### config.mk
export PLATFORM = sky130hd
export DESIGN_NAME = phy_event_irq
export DESIGN_NICKNAME = d
export VERILOG_FILES = /design/src/hdl/phy_event_pkg.sv /design/src/hdl/event_latch_bank.sv /design/src/hdl/phy_event_irq.sv
export VERILOG_INCLUDE_DIRS = /design/src /design/src/hdl
export SDC_FILE = /design/constraint.sdc
export NUM_CORES = 1
export LEC_CHECK = 0
export BUFFER_PORTS_ARGS = -buffer_cell sky130_fd_sc_hd__buf_2
export CAP_MARGIN = 30
export CORE_MARGIN = 2
export CORE_UTILIZATION = 44
export DETAILED_ROUTE_END_ITERATION = 12
export PLACE_DENSITY = 0.75
export SETUP_SLACK_MARGIN = 0.05
export SYNTH_ARGS = -nofsm -noshare
export SYNTH_HDL_FRONTEND = slang
export SYNTH_SLANG_ARGS = --single-unit
### constraint.sdc
create_clock -name clk -period 2.18 [get_ports clk]
set_input_delay 0.436 -clock clk [delete_from_list [all_inputs] [get_ports clk]]
set_output_delay 0.436 -clock clk [all_outputs]
set_load 0.005 [all_outputs]
### src/hdl/phy_event_defs.svh
/*
 * Offsets, field positions and reset values of the event interrupt block.
 * Assumes it is included by bare name from each design file that needs it.
 */
`ifndef PHY_EVENT_DEFS_SVH
`define PHY_EVENT_DEFS_SVH

// ----------------------------------------------------------------------
// register indices (byte address is four times the index)
// ----------------------------------------------------------------------
`define ENABLE_IDX          6'h12
`define STATUS_IDX          6'h13
`define CONFIG_IDX          6'h14

// ----------------------------------------------------------------------
// event bit positions, shared by status and enable registers
// ----------------------------------------------------------------------
`define BIT_NEG_ERROR       15
`define BIT_SPEED_CHANGE    14
`define BIT_DUPLEX_CHANGE   13
`define BIT_PAGE_RECEIVED   12
`define BIT_NEG_DONE        11
`define BIT_LINK_CHANGE     10
`define BIT_FALSE_CARRIER   8
`define BIT_PAIR_SWAP       6
`define BIT_DOWNSHIFT       5
`define BIT_SLEEP_CHANGE    4
`define BIT_WAKE_PACKET     3
`define BIT_MAC_IF_ERROR    2
`define BIT_POLARITY_CHANGE 1
`define BIT_JABBER          0

// ----------------------------------------------------------------------
// masks and reset values
// ----------------------------------------------------------------------
`define EVENT_MASK          16'hFD7F
`define EVENT_RESET         16'h0000
`define POLARITY_BIT        13
`define POLARITY_RESET      1'b1

// ----------------------------------------------------------------------
// bus answer codes
// ----------------------------------------------------------------------
`define RESP_OKAY           2'h0
`define RESP_SLVERR         2'h2

`endif

### src/hdl/phy_event_pkg.sv
/*
 * Types of the event interrupt block.
 * Assumes nothing beyond a SystemVerilog compiler.
 */
package phy_event_pkg;
    // write side of the register bus
    typedef enum logic {WR_COLLECT, WR_RESPOND} wr_state_type;
    // read side of the register bus
    typedef enum logic {RD_IDLE, RD_RESPOND} rd_state_type;
    // one bit per event position
    typedef logic [15:0] event_vec_type;
endpackage : phy_event_pkg

### src/hdl/event_latch_bank.sv
/*
 * Bank of sticky event flags, one per live bit position of the event mask.
 * Assumes set and clear arrive on the same clock as the bank.
 */
`timescale 1ns/1ps
`include "phy_event_defs.svh"

module event_latch_bank
(
    // clock and reset
    input  wire logic                        clk,
    input  wire logic                        reset,
    // event set and read clear
    input  wire phy_event_pkg::event_vec_type set_vec,
    input  wire phy_event_pkg::event_vec_type clr_vec,
    // latched flags
    output      phy_event_pkg::event_vec_type flag_vec
);
    import phy_event_pkg::*;

    localparam event_vec_type LIVE = `EVENT_MASK;  // reserved bits stay 0

    // ------------------------------------------------------------------
    // one flag per live position; reserved positions are tied to zero
    // ------------------------------------------------------------------
    genvar i;
    generate
        for (i = 0; i < 16; i++)
        begin : g_flag
            if (LIVE[i])
            begin : g_live
                logic flag_ff;  // sticky flag
                // set wins over a read clear in the same cycle
                always_ff @(posedge clk or posedge reset)
                begin
                    if (reset)
                        flag_ff <= 1'b0;
                    else if (set_vec[i])
                        flag_ff <= 1'b1;
                    else if (clr_vec[i])
                        flag_ff <= 1'b0;
                end
                assign flag_vec[i] = flag_ff;
            end
            else
            begin : g_reserved
                // reserved position, never set
                assign flag_vec[i] = 1'b0;
            end
        end
    endgenerate
endmodule : event_latch_bank

### src/hdl/phy_event_irq.sv
/*
 * Event status, interrupt enable and interrupt pin of the transceiver,
 * reached over an AXI4-Lite register slave.
 * Assumes event inputs are one-cycle or level pulses made by core logic
 * on the same clock, so they need no synchroniser.
 */
`timescale 1ns/1ps
`include "phy_event_defs.svh"

module phy_event_irq
(
    // clock and reset
    input  wire logic        clk,
    input  wire logic        reset,
    // write address channel
    input  wire logic [7:0]  awaddr,
    input  wire logic        awvalid,
    output      logic        awready,
    // write data channel
    input  wire logic [31:0] wdata,
    input  wire logic [3:0]  wstrb,
    input  wire logic        wvalid,
    output      logic        wready,
    // write response channel
    output      logic [1:0]  bresp,
    output      logic        bvalid,
    input  wire logic        bready,
    // read address channel
    input  wire logic [7:0]  araddr,
    input  wire logic        arvalid,
    output      logic        arready,
    // read data channel
    output      logic [31:0] rdata,
    output      logic [1:0]  rresp,
    output      logic        rvalid,
    input  wire logic        rready,
    // events from the transceiver core
    input  wire logic        negotiation_error,
    input  wire logic        link_speed_change,
    input  wire logic        duplex_change,
    input  wire logic        page_received,
    input  wire logic        negotiation_done,
    input  wire logic        link_state_change,
    input  wire logic        false_carrier,
    input  wire logic        pair_swap_change,
    input  wire logic        speed_downshift,
    input  wire logic        sleep_change,
    input  wire logic        wake_packet,
    input  wire logic        mac_if_error,
    input  wire logic        line_polarity_change,
    input  wire logic        jabber,
    // interrupt pin
    output      logic        irq_pin
);
    import phy_event_pkg::*;

    // ------------------------------------------------------------------
    // declarations
    // ------------------------------------------------------------------
    wr_state_type  wr_state_ff;      // write side progress
    rd_state_type  rd_state_ff;      // read side progress
    logic          awready_ff;       // address slot empty
    logic          wready_ff;        // data slot empty
    logic [5:0]    wr_idx_ff;        // held write word index
    logic [31:0]   wdata_ff;         // held write data
    logic [3:0]    wstrb_ff;         // held byte enables
    logic          bvalid_ff;        // write answer pending
    logic [1:0]    bresp_ff;         // write answer code
    logic          arready_ff;       // read address slot empty
    logic          rvalid_ff;        // read answer pending
    logic [1:0]    rresp_ff;         // read answer code
    logic [31:0]   rdata_ff;         // read answer data
    event_vec_type enable_ff;        // interrupt enable register
    logic          active_low_ff;    // interrupt pin polarity
    logic          irq_ff;           // interrupt pin level
    event_vec_type event_vec;        // events of this cycle
    event_vec_type clear_vec;        // flags cleared by a read
    event_vec_type flag_vec;         // latched event flags
    event_vec_type nxt_enable;       // enable after a write
    logic          nxt_active_low;   // polarity after a write
    logic          wr_fire;          // both write halves held
    logic          ar_fire;          // read address taken
    logic [5:0]    rd_idx;           // read word index
    logic          any_pending;      // enabled flag waiting

    localparam event_vec_type LIVE = `EVENT_MASK;

    // ------------------------------------------------------------------
    // event gathering
    // ------------------------------------------------------------------
    // each source lands on its status position; gaps stay zero
    always_comb
    begin
        event_vec = `EVENT_RESET;
        event_vec[`BIT_NEG_ERROR]       = negotiation_error;
        event_vec[`BIT_SPEED_CHANGE]    = link_speed_change;
        event_vec[`BIT_DUPLEX_CHANGE]   = duplex_change;
        event_vec[`BIT_PAGE_RECEIVED]   = page_received;
        event_vec[`BIT_NEG_DONE]        = negotiation_done;
        event_vec[`BIT_LINK_CHANGE]     = link_state_change;
        event_vec[`BIT_FALSE_CARRIER]   = false_carrier;
        event_vec[`BIT_PAIR_SWAP]       = pair_swap_change;
        event_vec[`BIT_DOWNSHIFT]       = speed_downshift;
        event_vec[`BIT_SLEEP_CHANGE]    = sleep_change;
        event_vec[`BIT_WAKE_PACKET]     = wake_packet;
        event_vec[`BIT_MAC_IF_ERROR]    = mac_if_error;
        event_vec[`BIT_POLARITY_CHANGE] = line_polarity_change;
        event_vec[`BIT_JABBER]          = jabber;
    end

    // ------------------------------------------------------------------
    // read clear of the status register
    // ------------------------------------------------------------------
    assign ar_fire = arvalid && arready_ff && (rd_state_ff == RD_IDLE);
    assign rd_idx  = araddr[7:2];

    // only flags that the read returns are cleared, so an event
    // arriving in the read cycle is kept for the next read
    always_comb
    begin
        if (ar_fire && rd_idx == `STATUS_IDX)
            clear_vec = flag_vec;
        else
            clear_vec = `EVENT_RESET;
    end

    event_latch_bank u_flags
    (
        .clk      (clk),
        .reset    (reset),
        .set_vec  (event_vec),
        .clr_vec  (clear_vec),
        .flag_vec (flag_vec)
    );

    // ------------------------------------------------------------------
    // write side of the bus
    // ------------------------------------------------------------------
    // write happens once both halves are held and no answer is pending
    assign wr_fire = !awready_ff && !wready_ff &&
                     (wr_state_ff == WR_COLLECT);

    // write progress
    always_ff @(posedge clk or posedge reset)
    begin
        if (reset)
            wr_state_ff <= WR_COLLECT;
        else
        begin
            case (wr_state_ff)
                WR_COLLECT:
                    if (wr_fire)
                        wr_state_ff <= WR_RESPOND;
                WR_RESPOND:
                    if (bready)
                        wr_state_ff <= WR_COLLECT;
                default:
                    wr_state_ff <= WR_COLLECT;
            endcase
        end
    end

    // address slot: taken once, freed after the answer
    always_ff @(posedge clk or posedge reset)
    begin
        if (reset)
        begin
            awready_ff <= 1'b1;
            wr_idx_ff  <= 6'h00;
        end
        else if (awvalid && awready_ff)
        begin
            awready_ff <= 1'b0;
            wr_idx_ff  <= awaddr[7:2];
        end
        else if (bvalid_ff && bready)
            awready_ff <= 1'b1;
    end

    // data slot: taken independently of the address
    always_ff @(posedge clk or posedge reset)
    begin
        if (reset)
        begin
            wready_ff <= 1'b1;
            wdata_ff  <= 32'h0000_0000;
            wstrb_ff  <= 4'h0;
        end
        else if (wvalid && wready_ff)
        begin
            wready_ff <= 1'b0;
            wdata_ff  <= wdata;
            wstrb_ff  <= wstrb;
        end
        else if (bvalid_ff && bready)
            wready_ff <= 1'b1;
    end

    // write answer; unmapped words get a slave error
    always_ff @(posedge clk or posedge reset)
    begin
        if (reset)
        begin
            bvalid_ff <= 1'b0;
            bresp_ff  <= `RESP_OKAY;
        end
        else if (wr_fire)
        begin
            bvalid_ff <= 1'b1;
            if (wr_idx_ff == `ENABLE_IDX || wr_idx_ff == `STATUS_IDX ||
                wr_idx_ff == `CONFIG_IDX)
                bresp_ff <= `RESP_OKAY;
            else
                bresp_ff <= `RESP_SLVERR;
        end
        else if (bvalid_ff && bready)
            bvalid_ff <= 1'b0;
    end

    // ------------------------------------------------------------------
    // writable registers
    // ------------------------------------------------------------------
    // byte lanes merge into the enable and polarity values
    always_comb
    begin
        nxt_enable     = enable_ff;
        nxt_active_low = active_low_ff;
        if (wstrb_ff[0])
            nxt_enable[7:0]  = wdata_ff[7:0];
        if (wstrb_ff[1])
        begin
            nxt_enable[15:8] = wdata_ff[15:8];
            nxt_active_low   = wdata_ff[`POLARITY_BIT];
        end
        nxt_enable = nxt_enable & LIVE;
    end

    always_ff @(posedge clk or posedge reset)
    begin
        if (reset)
            enable_ff <= `EVENT_RESET;
        else if (wr_fire && wr_idx_ff == `ENABLE_IDX)
            enable_ff <= nxt_enable;
    end

    // polarity bit, active low by default
    always_ff @(posedge clk or posedge reset)
    begin
        if (reset)
            active_low_ff <= `POLARITY_RESET;
        else if (wr_fire && wr_idx_ff == `CONFIG_IDX)
            active_low_ff <= nxt_active_low;
    end

    // ------------------------------------------------------------------
    // read side of the bus
    // ------------------------------------------------------------------
    // read progress
    always_ff @(posedge clk or posedge reset)
    begin
        if (reset)
            rd_state_ff <= RD_IDLE;
        else
        begin
            case (rd_state_ff)
                RD_IDLE:
                    if (ar_fire)
                        rd_state_ff <= RD_RESPOND;
                RD_RESPOND:
                    if (rready)
                        rd_state_ff <= RD_IDLE;
                default:
                    rd_state_ff <= RD_IDLE;
            endcase
        end
    end

    // read address slot is free only while no answer waits
    always_ff @(posedge clk or posedge reset)
    begin
        if (reset)
            arready_ff <= 1'b1;
        else if (ar_fire)
            arready_ff <= 1'b0;
        else if (rvalid_ff && rready)
            arready_ff <= 1'b1;
    end

    // read answer, sampled in the cycle the address is taken
    always_ff @(posedge clk or posedge reset)
    begin
        if (reset)
        begin
            rvalid_ff <= 1'b0;
            rresp_ff  <= `RESP_OKAY;
            rdata_ff  <= 32'h0000_0000;
        end
        else if (ar_fire)
        begin
            rvalid_ff <= 1'b1;
            rresp_ff  <= `RESP_OKAY;
            case (rd_idx)
                `ENABLE_IDX:
                    rdata_ff <= {16'h0000, enable_ff};
                `STATUS_IDX:
                    rdata_ff <= {16'h0000, flag_vec & LIVE};
                `CONFIG_IDX:
                begin
                    rdata_ff <= 32'h0000_0000;
                    rdata_ff[`POLARITY_BIT] <= active_low_ff;
                end
                default:
                begin
                    rdata_ff <= 32'h0000_0000;
                    rresp_ff <= `RESP_SLVERR;
                end
            endcase
        end
        else if (rvalid_ff && rready)
            rvalid_ff <= 1'b0;
    end

    // ------------------------------------------------------------------
    // interrupt pin
    // ------------------------------------------------------------------
    // only enabled flags count
    assign any_pending = |(flag_vec & enable_ff);

    // pin follows flags one cycle late; a read that clears the last
    // enabled flag releases it on the second edge after the address is taken
    always_ff @(posedge clk or posedge reset)
    begin
        if (reset)
            irq_ff <= `POLARITY_RESET;
        else if (active_low_ff)
            irq_ff <= !any_pending;
        else
            irq_ff <= any_pending;
    end

    // ------------------------------------------------------------------
    // outputs
    // ------------------------------------------------------------------
    assign awready = awready_ff;
    assign wready  = wready_ff;
    assign bvalid  = bvalid_ff;
    assign bresp   = bresp_ff;
    assign arready = arready_ff;
    assign rvalid  = rvalid_ff;
    assign rresp   = rresp_ff;
    assign rdata   = rdata_ff;
    assign irq_pin = irq_ff;
endmodule : phy_event_irq

* Word-level counts from Yosys, hierarchy flattened
Index checks and enable logic that the tools add are counted.
Cells by class: muxes and demuxes 48, reductions and logical operators 39, eq/ne operators 6, bitwise logic cells 3
Operators by type and width (number):
- $pmux W16 S3 | 1
- $mux W1 | 42
- $eq A6 B5 Y1 const B | 6
- $reduce_bool A2 Y1 | 18
- $and A16 B16 Y16 | 1
- $mux W16 | 1
- $reduce_or A16 Y1 | 1
- $logic_and A1 B1 Y1 | 11
- $reduce_and A2 Y1 | 3
- $mux W2 | 2
- $pmux W1 S2 | 2
- $logic_not A1 Y1 | 3
- $reduce_or A3 Y1 | 1
- $logic_or A1 B1 Y1 | 2
- $not A1 Y1 | 2
Storage, ports and cells: register bits after elaboration 97, word-level logic and storage cells 127, bits of input ports 73, output and inout port bits 42

* Depth between registers and ports, before layout
Gate-level depths: netlist (run 1).
depth after elaboration 6, gate-level depth with buffers 5, gate-level depth less buffers 4

* By module
Synthesis (run 1) repeated with hierarchy kept, for this count alone.
Unflattened totals: cell total of the unflattened synthesis 298, area, all modules 3495.9 sq um
Modules (own cells, without submodules):
- phy_event_irq | times used 1, seq. area each 1532.7 sq um, area an instance 2860.2 sq um, cells an instance 238
- event_latch_bank | times used 1, seq. area each 350.3 sq um, area an instance 635.6 sq um, cells an instance 60

* Worst setup path after synthesis (run 1)
Ideal clock, no wire load.
kind input to register, start point input araddr[7], end point register u_flags.g_flag[10].g_live.flag_ff, slack 0.480 ns, setup time 0.118 ns, path buffers 1, arrival 1.582 ns, stages on the path 5, data required time 2.062 ns, path through or3b_2 nor3_1 nand2_1 clkbuf_1 a21o_1
Between the ends: word-level cells in the longest chain between the ends 4
RTL lines:
- from (decl) | RTL line phy_event_irq.sv:29 | input wire logic [7:0] araddr,
- $eq A6 B5 Y1
- $logic_and A1 B1 Y1 (no line)
- $mux W16 | RTL line phy_event_irq.sv:121 | if (ar_fire && rd_idx == `STATUS_IDX)
- $reduce_bool A2 Y1 (no line)
- to (signal assigned) | RTL line event_latch_bank.sv:37 | flag_ff <= 1'b0;
- to (signal assigned) | RTL line event_latch_bank.sv:39 | flag_ff <= 1'b1;
- to (signal assigned) | RTL line event_latch_bank.sv:41 | flag_ff <= 1'b0;
- to (decl) | RTL line event_latch_bank.sv:32 | logic flag_ff;
No other way between the ends. A chain may end at the register's enable or synchronous reset.

* Worst setup path after layout (run 1)
start point register awready_ff, in the netlist awready, end point register enable_ff[12]
Between the ends: word-level cells in the longest chain between the ends 5
RTL lines:
- from (decl) | RTL line phy_event_irq.sv:62 | logic awready_ff;
- from (signal assigned) | RTL line phy_event_irq.sv:168 | awready_ff <= 1'b1;
- from (signal assigned) | RTL line phy_event_irq.sv:173 | awready_ff <= 1'b0;
- from (signal assigned) | RTL line phy_event_irq.sv:177 | awready_ff <= 1'b1;
- $logic_not A1 Y1 | RTL line phy_event_irq.sv:140 | assign wr_fire = !awready_ff && !wready_ff &&
- $logic_and A1 B1 Y1 (2 in a row) | RTL line phy_event_irq.sv:140
- $logic_and A1 B1 Y1 (no line)
- $reduce_and A2 Y1 (no line)
- to (signal assigned) | RTL line phy_event_irq.sv:241 | enable_ff <= `EVENT_RESET;
- to (signal assigned) | RTL line phy_event_irq.sv:243 | enable_ff <= nxt_enable;
- to (decl) | RTL line phy_event_irq.sv:73 | event_vec_type enable_ff;
No other way between the ends.

==> results of run 1 <==
==> critical path, stage by stage, from the launching register on <==
cell and delay, ns:
dfstp_2 0.39, or3_4 0.40, and4bb_2 0.36, nand3_2 0.20, mux2_2 0.33
==> per-layer routing <==
metal  vias to the layer above  wire (um)  global-route usage
li1                        978          -                   -
met3                        13        347              0.0397
met4                         0        157              0.0868
met2                        71       2570               0.245
met1                       989       2630               0.209
met5                         -          0                   0
==> synthesized netlist by cell type, drive strengths merged <==
library cell	count	share of area
dfrtp	70	0.55
mux2	38	0.13
buf	22	0.050
nand2	20	0.024
o21ai	20	0.032
mux2i	15	0.047
a21o	14	0.033
a22oi	5	0.012
clkbuf	5	0.0059
dfstp	5	0.041
inv	5	0.0059
a21oi	3	0.0047
nand2b	2	0.0039
nand3	2	0.0063
or3	2	0.0055
or3b	2	0.0055
a221oi	1	0.0028
a22o	1	0.0028
a31oi	1	0.0020
and2b	1	0.0024
and3	1	0.0020
and4bb	1	0.0039
conb	1	0.0012
nand3b	1	0.0024
nand4	1	0.0020
nand4b	1	0.0028
nor2	1	0.0012
nor3	1	0.0016
nor3b	1	0.0024
nor4bb	1	0.0032
o211ai	1	0.0024
xor2	1	0.0028
==> sequential cells by signal, summed over array words and instances, names as in the netlist, 2 cells and up <==
name,cells
enable_ff,14
rdata,14
u_flags.g_flag.g_live.flag_ff,14
wdata_ff,14
wr_idx_ff,6
wstrb_ff,2
==> area by class of cell <==
type | instances | area [um^2] | area share
inverter | 5 | 22.5 | 0.00587
tap | 96 | 120 | 0.0313
multi-input combinational | 158 | 1170 | 0.304
sequential | 75 | 1880 | 0.490
clock inverter | 4 | 95.1 | 0.0248
timing repair buffer | 73 | 385 | 0.100
clock buffer | 12 | 165 | 0.0430
==> worst paths after layout <==
| path | from | endpoint | slack [ns] | cells past startpoint |
|---|---|---|---|---|
| max | awready | enable_ff[12] | 0.39 | 4 |
| min reg2reg | rdata[5] | rdata[5] | 0.48 | 2 |
| max reg2reg | awready | enable_ff[12] | 0.39 | 4 |
| min in group clk | wvalid | wready | 0.24 | 2 |
| min | reset | u_flags.g_flag[11].g_live.flag_ff | 0.15 | 2 |
| max in group asynchronous | reset | irq_pin | 1.35 | 3 |
==> cells by family (layout without fill, tap and decap cells) <==
family	Yosys count	after routing
multiplexers	53	53
XOR/XNOR	1	1
flip-flops	75	75
buffers and inverters	32	94
AO/OA/AOI/OAI	46	46
AND/OR/NAND/NOR	38	38
other	1	20
==> stage by stage <==
stage	total power [W]	hold WS, ns
global route	0.00486	0.173
detailed placement	0.00326	0.465
finish	0.00456	0.147
global placement	0.00320	0.459
CTS	0.00460	0.158
floorplan	0.00292	0.471
==> where the power goes <==
group          total, W  switching [W]  leakage [nW]  internal [W]
sequential      0.00216       0.000291         0.893       0.00187
combinational   0.00105       0.000431         0.810      0.000623
clock           0.00135       0.000498         0.133      0.000853
total           0.00456        0.00122          1.83       0.00334
==> cells in the final DEF, fill, tap and decap left out, types with 2 or more instances in the layout <==
cell / n
buf_2: 70
mux2i_1: 15
dfrtp_1: 70
mux2_2: 38
a21oi_1: 3
inv_1: 4
a21o_1: 14
nand2b_1: 2
bufinv_16: 3
nand2_1: 20
conb_1: 20
o21ai_0: 20
buf_4: 2
a22oi_1: 5
clkbuf_8: 12
or3b_2: 2
nand3_2: 2
dfstp_2: 5
==> results.cfg, run 1 <==
[synthesis]
synth-seq-cells = 75
ys.warnings.count = 0
synthCells = 246
ys_seq_area_frac = 0.593
yosys.area_share.simple = 0.0685
synth_compound_area_frac = 0.0910
synth_top_family_by_area = multiplexers
synthMuxAreaShare = 0.182
netlist_area_um2 = 3180
synthXorXnorAreaFrac = 0.00276
syn-mean-instance-area_um2 = 12.9
ys_types = 35
synthAdderAreaFrac = 0

[drt]
ant_nets = 0
avgRoutedWirePerCell_um = 13.5
viasPerCell = 4.85
vias = 2051
dr.first_iter.drc_count = 79
drtPass1Iterations = 4
wl_um = 5700
drc = 0

[die]
die_h_um = 89.0
dieWidth_um = 89.0
start_util = 0.460
core_um2 = 6910
rows = 30
die_area_um2 = 7920
ios = 115

[pwr]
vdd_ir_drop_max_mv = 0.662
p_leak_nw = 1.83
power.density_nw_per_um2 = 1190

[clock_network]
clkTransAtPathRegs_ns = 0.08
cts_buffers = 9
root_buffer = clkbuf_8
clock-sinks = 75
tritoncts = built
cts_hold_buf = 0
cts.path.max_buffers = 2
htree_levels = 3
post-cts-setup-buffers = 0
clock_latency_ns = 0.34
post_cts_resized = 0

[sta]
worstMarginPinSlew_ns = 0.580
final_max_slew_viol_count = 0
max_slew_margin = 0.613
setup-violations-final = 0
max_freq_ghz = 0.560
rsz0062_at_grt = no
skew_ns = 0.00578
finalHoldViolCount = 0
setup_slack_ns = 0.393
fin_crit_ns = 1.79
setup_tns_ns = 0
period_share = 0.820

[layout]
fin_area_um2 = 3840
syn2layout_area_growth_pct = 20.9
num-nets-final = 395
diodes = 0
nFillCells = 603
drive_gt1_frac = 0.425
utilization = 0.556
final_cells = 423

[placed_design]
dp_hpwl_um = 4240
placed_cell_area_um2 = 3580
gp_congestion = 0.811
place_inst = 407
post-place-ws_ns = 0.237
io_buffers = 70

[worst_setup_path]
worst_setup_path_end_kind = flop
crit_required_ns = 2.40
cp_max_fo = 7
critPathLaunchType = flop
worstSetupPathType = flop to flop
arrival_ns = 2.01

[global_route]
grt_pass1_vias = 1998
grt.overflow.total = 0
grt_usage = 0.159
grt_max_degree = 51
grt_antenna_before_repair = 0
grt_pass1_wl_um = 9380

[hold_path]
min_path_type = input port to asynchronous set/reset pin

[run]
drv_cap = 0

[status]
outcome = complete, no violations
Power figures use the tool's default switching activity.
==> inputs of run 2 (changes only) <==
--- a/config.mk
+++ b/config.mk
@@ -9,9 +9,9 @@
 export BUFFER_PORTS_ARGS = -buffer_cell sky130_fd_sc_hd__buf_2
 export CAP_MARGIN = 30
 export CORE_MARGIN = 2
-export CORE_UTILIZATION = 44
+export CORE_UTILIZATION = 49
 export DETAILED_ROUTE_END_ITERATION = 12
-export PLACE_DENSITY = 0.75
+export PLACE_DENSITY = 0.79
 export SETUP_SLACK_MARGIN = 0.05
 export SYNTH_ARGS = -nofsm -noshare
 export SYNTH_HDL_FRONTEND = slang
==> constraint.sdc (replaced) <==
create_clock -name clk -period 1.8 [get_ports clk]
set_input_delay 0.36 -clock clk [delete_from_list [all_inputs] [get_ports clk]]
set_output_delay 0.36 -clock clk [all_outputs]
set_load 0.005 [all_outputs]
==> results.cfg, run 2 (synthesized netlist as in run 1, its figures left out) <==
[drt]
avgRoutedWirePerCell_um = 14.2
drc = 0
dr.first_iter.drc_count = 101
ant_nets = 0
wl_um = 5810
vias = 2045
viasPerCell = 4.99
drtPass1Iterations = 4

[layout]
syn2layout_area_growth_pct = 21.0
nFillCells = 522
mostFrequentLayoutCells = dfrtp_1 (70), buf_2 (70), mux2_2 (38)
diodes = 0
num-nets-final = 401
drive_gt1_frac = 0.432
utilization = 0.609

[worst_setup_path]
reg2reg_from = wready
worst_setup_path_end_kind = flop
arrival_ns = 1.98
r2r_cells = 4
cpPeakStageDelay_ns = 0.39
r2r_slack_ns = 0.04
critPathLaunchType = flop
reg2reg_to = enable_ff[1]
cp_max_fo = 7
crit_required_ns = 2.02
crit_buf_inv = 0
cp_top_family = simple AND/OR/NAND/NOR gates
worstPathCellList = or3_4 > and4bb_2 > nand3_2 > mux2_2
crit_slowest_cell = dfstp_2
worstSetupPathType = flop to flop

[sta]
skew_ns = 0.00900
finalHoldViolCount = 0
period_share = 0.977
holdWs_ns = 0.0317
setup-violations-final = 0
setup_tns_ns = 0
max_freq_ghz = 0.568
fin_crit_ns = 1.76
final_max_slew_viol_count = 0
setup_slack_ns = 0.0405
rsz0062_at_grt = yes

[placed_design]
gp_congestion = 0.754
dp_hpwl_um = 4240
post-place-ws_ns = 0.0170
io_buffers = 70

[die]
core_um2 = 6310
dieWidth_um = 84.5
die_h_um = 84.5
rows = 29
start_util = 0.503
ios = 115
die_area_um2 = 7140

[pwr]
power_frac_seq = 0.472
p_sw_frac = 0.273
vdd_ir_drop_max_mv = 0.669
comb_power_share = 0.244
power.density_nw_per_um2 = 1430
clkPwrFrac = 0.284
internal-power_w = 0.00400
p_leak_nw = 1.85
p_switching_w = 0.00150
finalPower_w = 0.00550

[clock_network]
tritoncts = built
clkTransAtPathRegs_ns = 0.08
cts_hold_buf = 0
htree_levels = 3
clock_latency_ns = 0.34
clock-sinks = 75
post_cts_resized = 0
root_buffer = clkbuf_8
cts_buffers = 9
cts.path.max_buffers = 2
post-cts-setup-buffers = 0

[status]
outcome = complete, no violations

[global_route]
grt_usage = 0.169
grt_antenna_before_repair = 0
grt_pass1_vias = 1957
grt_max_degree = 41
grt_pass1_wl_um = 9450
grt.overflow.total = 0

[hold_path]
min_path_type = input port to asynchronous set/reset pin

[run]
drv_cap = 0
==> run 2: cell types whose count changed in the layout (fill, tap and decap cells not counted) <==
cell      change
buf_4         +6
clkbuf_1      +1
clkbuf_8      -2
clkinv_2      +1
==> run 2: how the worst max path moves through the flow <==
| stage | startpoint | end | slack, ns | depth (start not counted) |
|---|---|---|---|---|
| floorplan | awready | enable_ff[10] | 0.13 | 4 |
| global placement | araddr[7] | rdata[1] | 0.06 | 4 |
| detailed placement | araddr[7] | rdata[1] | 0.02 | 4 |
| CTS | wready | enable_ff[3] | 0.03 | 4 |
| global route | wready | enable_ff[1] | -0.02 | 4 |
| finish | wready | enable_ff[1] | 0.04 | 4 |
==> run 2: worst reg2reg max path, cell delays in order (launching register included) <==
cell      delay, ns
dfstp_2        0.39
or3_4          0.36
and4bb_2       0.35
nand3_2        0.20
mux2_2         0.33
==> run 2: final cells by class <==
cell class                      count  area [um^2]  share of cell area
Inverter                            5         22.5             0.00586
Clock buffer                       11          141              0.0368
Clock inverter                      5          100              0.0261
Timing Repair Buffer               79          430               0.112
Tap cell                           77         96.3              0.0251
Sequential cell                    75         1880               0.490
Multi-Input combinational cell    158         1170               0.304
==> run 2: power by group through the flow <==
stage	sequential [W]	clock [W]	combinational [W]
5_1_grt	0.00267	0.00166	0.00150
2_1_floorplan	0.00254	0	0.000988
6_report	0.00260	0.00156	0.00134
4_1_cts	0.00260	0.00158	0.00137
3_3_place_gp	0.00261	0	0.00131
3_5_place_dp	0.00263	0	0.00135
==> run 2: per-stage QoR <==
| stage | instance area, um^2 | std cells |
|---|---|---|
| 3_3_place_gp | 3600 | 394 |
| 2_1_floorplan | 3250 | 265 |
| 4_1_cts | 3840 | 410 |
| 5_1_grt | 3840 | 410 |
| 6_report | 3840 | 410 |
| 3_5_place_dp | 3600 | 394 |
==> run 2: routing by layer <==
layer | vias up | track usage | part of all wire
met3 | 9 | 0.0393 | 0.060
met2 | 68 | 0.266 | 0.47
li1 | 991 | - | -
met5 | - | 0 | 0
met1 | 977 | 0.227 | 0.45
met4 | 0 | 0.0736 | 0.017
==> inputs of run 3 (changes only) <==
--- a/config.mk
+++ b/config.mk
@@ -9,10 +9,11 @@
 export BUFFER_PORTS_ARGS = -buffer_cell sky130_fd_sc_hd__buf_2
 export CAP_MARGIN = 30
 export CORE_MARGIN = 2
-export CORE_UTILIZATION = 49
+export CORE_UTILIZATION = 50
 export DETAILED_ROUTE_END_ITERATION = 12
 export PLACE_DENSITY = 0.79
 export SETUP_SLACK_MARGIN = 0.05
 export SYNTH_ARGS = -nofsm -noshare
 export SYNTH_HDL_FRONTEND = slang
+export SYNTH_HIERARCHICAL = 1
 export SYNTH_SLANG_ARGS = --single-unit
==> results.cfg, run 3 <==
[clock_network]
clock_latency_ns = 0.34
post_cts_resized = 0
root_buffer = clkbuf_8
cts_hold_buf = 0
htree_levels = 3
tritoncts = built
cts_buffers = 9
clock-sinks = 75
cts.path.max_buffers = 2
clkTransAtPathRegs_ns = 0.07
post-cts-setup-buffers = 0

[sta]
skew_ns = 0.00612
max_slew_margin = 0.630
setup-violations-final = 0
setup_slack_ns = 0.146
final_max_slew_viol_count = 0
holdWs_ns = 0.0797
finalHoldViolCount = 0
rsz0062_at_grt = yes
max_freq_ghz = 0.605
worstMarginPinSlew_ns = 0.554
period_share = 0.919
fin_crit_ns = 1.65

[placed_design]
place_inst = 427
post-place-ws_ns = -0.0744
gp_congestion = 0.823
dp_hpwl_um = 4610
io_buffers = 70

[global_route]
grt_max_degree = 24
grt_usage = 0.176
grt_pass1_vias = 2228
grt_antenna_before_repair = 0
grt.overflow.total = 0
grt_pass1_wl_um = 10200

[worst_setup_path]
worstPathCellList = nand3b_1 > or2_1 > nor2_2 > buf_12 > and3_1 > inv_1 > a21o_1
crit_buf_inv = 2
crit_slowest_cell = dfstp_2
cp_max_fo = 14
crit_required_ns = 2.03
cpPeakStageDelay_ns = 0.55
critPathLaunchType = flop
cp_top_family = simple AND/OR/NAND/NOR gates
worst_setup_path_end_kind = flop
arrival_ns = 1.88
worstSetupPathType = flop to flop

[die]
core_um2 = 6760
die_area_um2 = 7610
dieWidth_um = 87.2
rows = 30
ios = 115
start_util = 0.513
die_h_um = 87.2

[drt]
ant_nets = 0
avgRoutedWirePerCell_um = 13.9
drc = 0
drtPass1Iterations = 4
vias = 2231
dr.first_iter.drc_count = 60
wl_um = 6180
viasPerCell = 5.04

[hold_path]
min_path_type = input port to asynchronous set/reset pin

[layout]
final_cells = 443
multi_input_area_um2 = 1290
num-nets-final = 431
syn2layout_area_growth_pct = 14.8
register_area_um2 = 1880
drive_gt1_frac = 0.377
diodes = 0
mostFrequentLayoutCells = dfrtp_1 (70), buf_2 (70), mux2_2 (34)
nFillCells = 592

[status]
outcome = complete, no violations

[run]
drv_cap = 0

[synthesis]
synthCells = 293
netlist_area_um2 = 3460
syn-mean-instance-area_um2 = 11.8
ys.warnings.count = 6

[pwr]
p_leak_nw = 1.94
vdd_ir_drop_max_mv = 0.727
power.density_nw_per_um2 = 1300
finalPower_w = 0.00518
## run 3: worst reg2reg max path, cell delays in order (launching register included)
cell and delay, ns:
dfstp_2 0.55, nand3b_1 0.11, or2_1 0.26, nor2_2 0.14, buf_12 0.14, and3_1 0.15, inv_1 0.03, a21o_1 0.16
## run 3: report_power, final
group / switching, W / leakage (nW) / total, W / internal [W]
clock: 0.000570 / 0.0879 / 0.00115 / 0.000582
combinational: 0.000583 / 0.956 / 0.00136 / 0.000780
sequential: 0.000402 / 0.895 / 0.00267 / 0.00226
total: 0.00156 / 1.94 / 0.00518 / 0.00363
## run 3: cell type report
type | count | share of cell area
Timing Repair Buffer | 77 | 0.114
Sequential cell | 75 | 0.473
Clock buffer | 15 | 0.0418
Clock inverter | 1 | 0.00220
Tap cell | 80 | 0.0252
Inverter | 20 | 0.0198
Multi-Input combinational cell | 175 | 0.324
## run 3: metrics by stage
step | utilization | setup TNS, ns | cell area [um^2]
finish | 0.589 | 0 | 3980
global placement | 0.563 | -0.661 | 3800
CTS | 0.589 | 0 | 3980
detailed placement | 0.563 | -1.16 | 3800
global route | 0.589 | 0 | 3980
floorplan | - | 0 | 3550
## run 3: path summary, 6_finish.rpt
check / start / to / slack, ns / cells after the start
max in group asynchronous: reset / arready / 1.18 / 3
worst min-delay path: reset / enable_ff[8] / 0.08 / 2
worst max-delay path: arready / u_flags/g_flag[4].g_live.flag_ff / 0.15 / 7
worst max register to register: arready / u_flags/g_flag[4].g_live.flag_ff / 0.15 / 7
worst min register to register: rdata[11] / rdata[11] / 0.47 / 2
min in group clk: awvalid / awready / 0.18 / 2
## run 3: per-layer routing
metal | wire [um] | share of wire | global-route usage
met4 | 43 | 0.0070 | 0.0629
met2 | 2930 | 0.47 | 0.280
met1 | 2760 | 0.45 | 0.223
met3 | 449 | 0.073 | 0.0597
met5 | 0 | 0 | 0
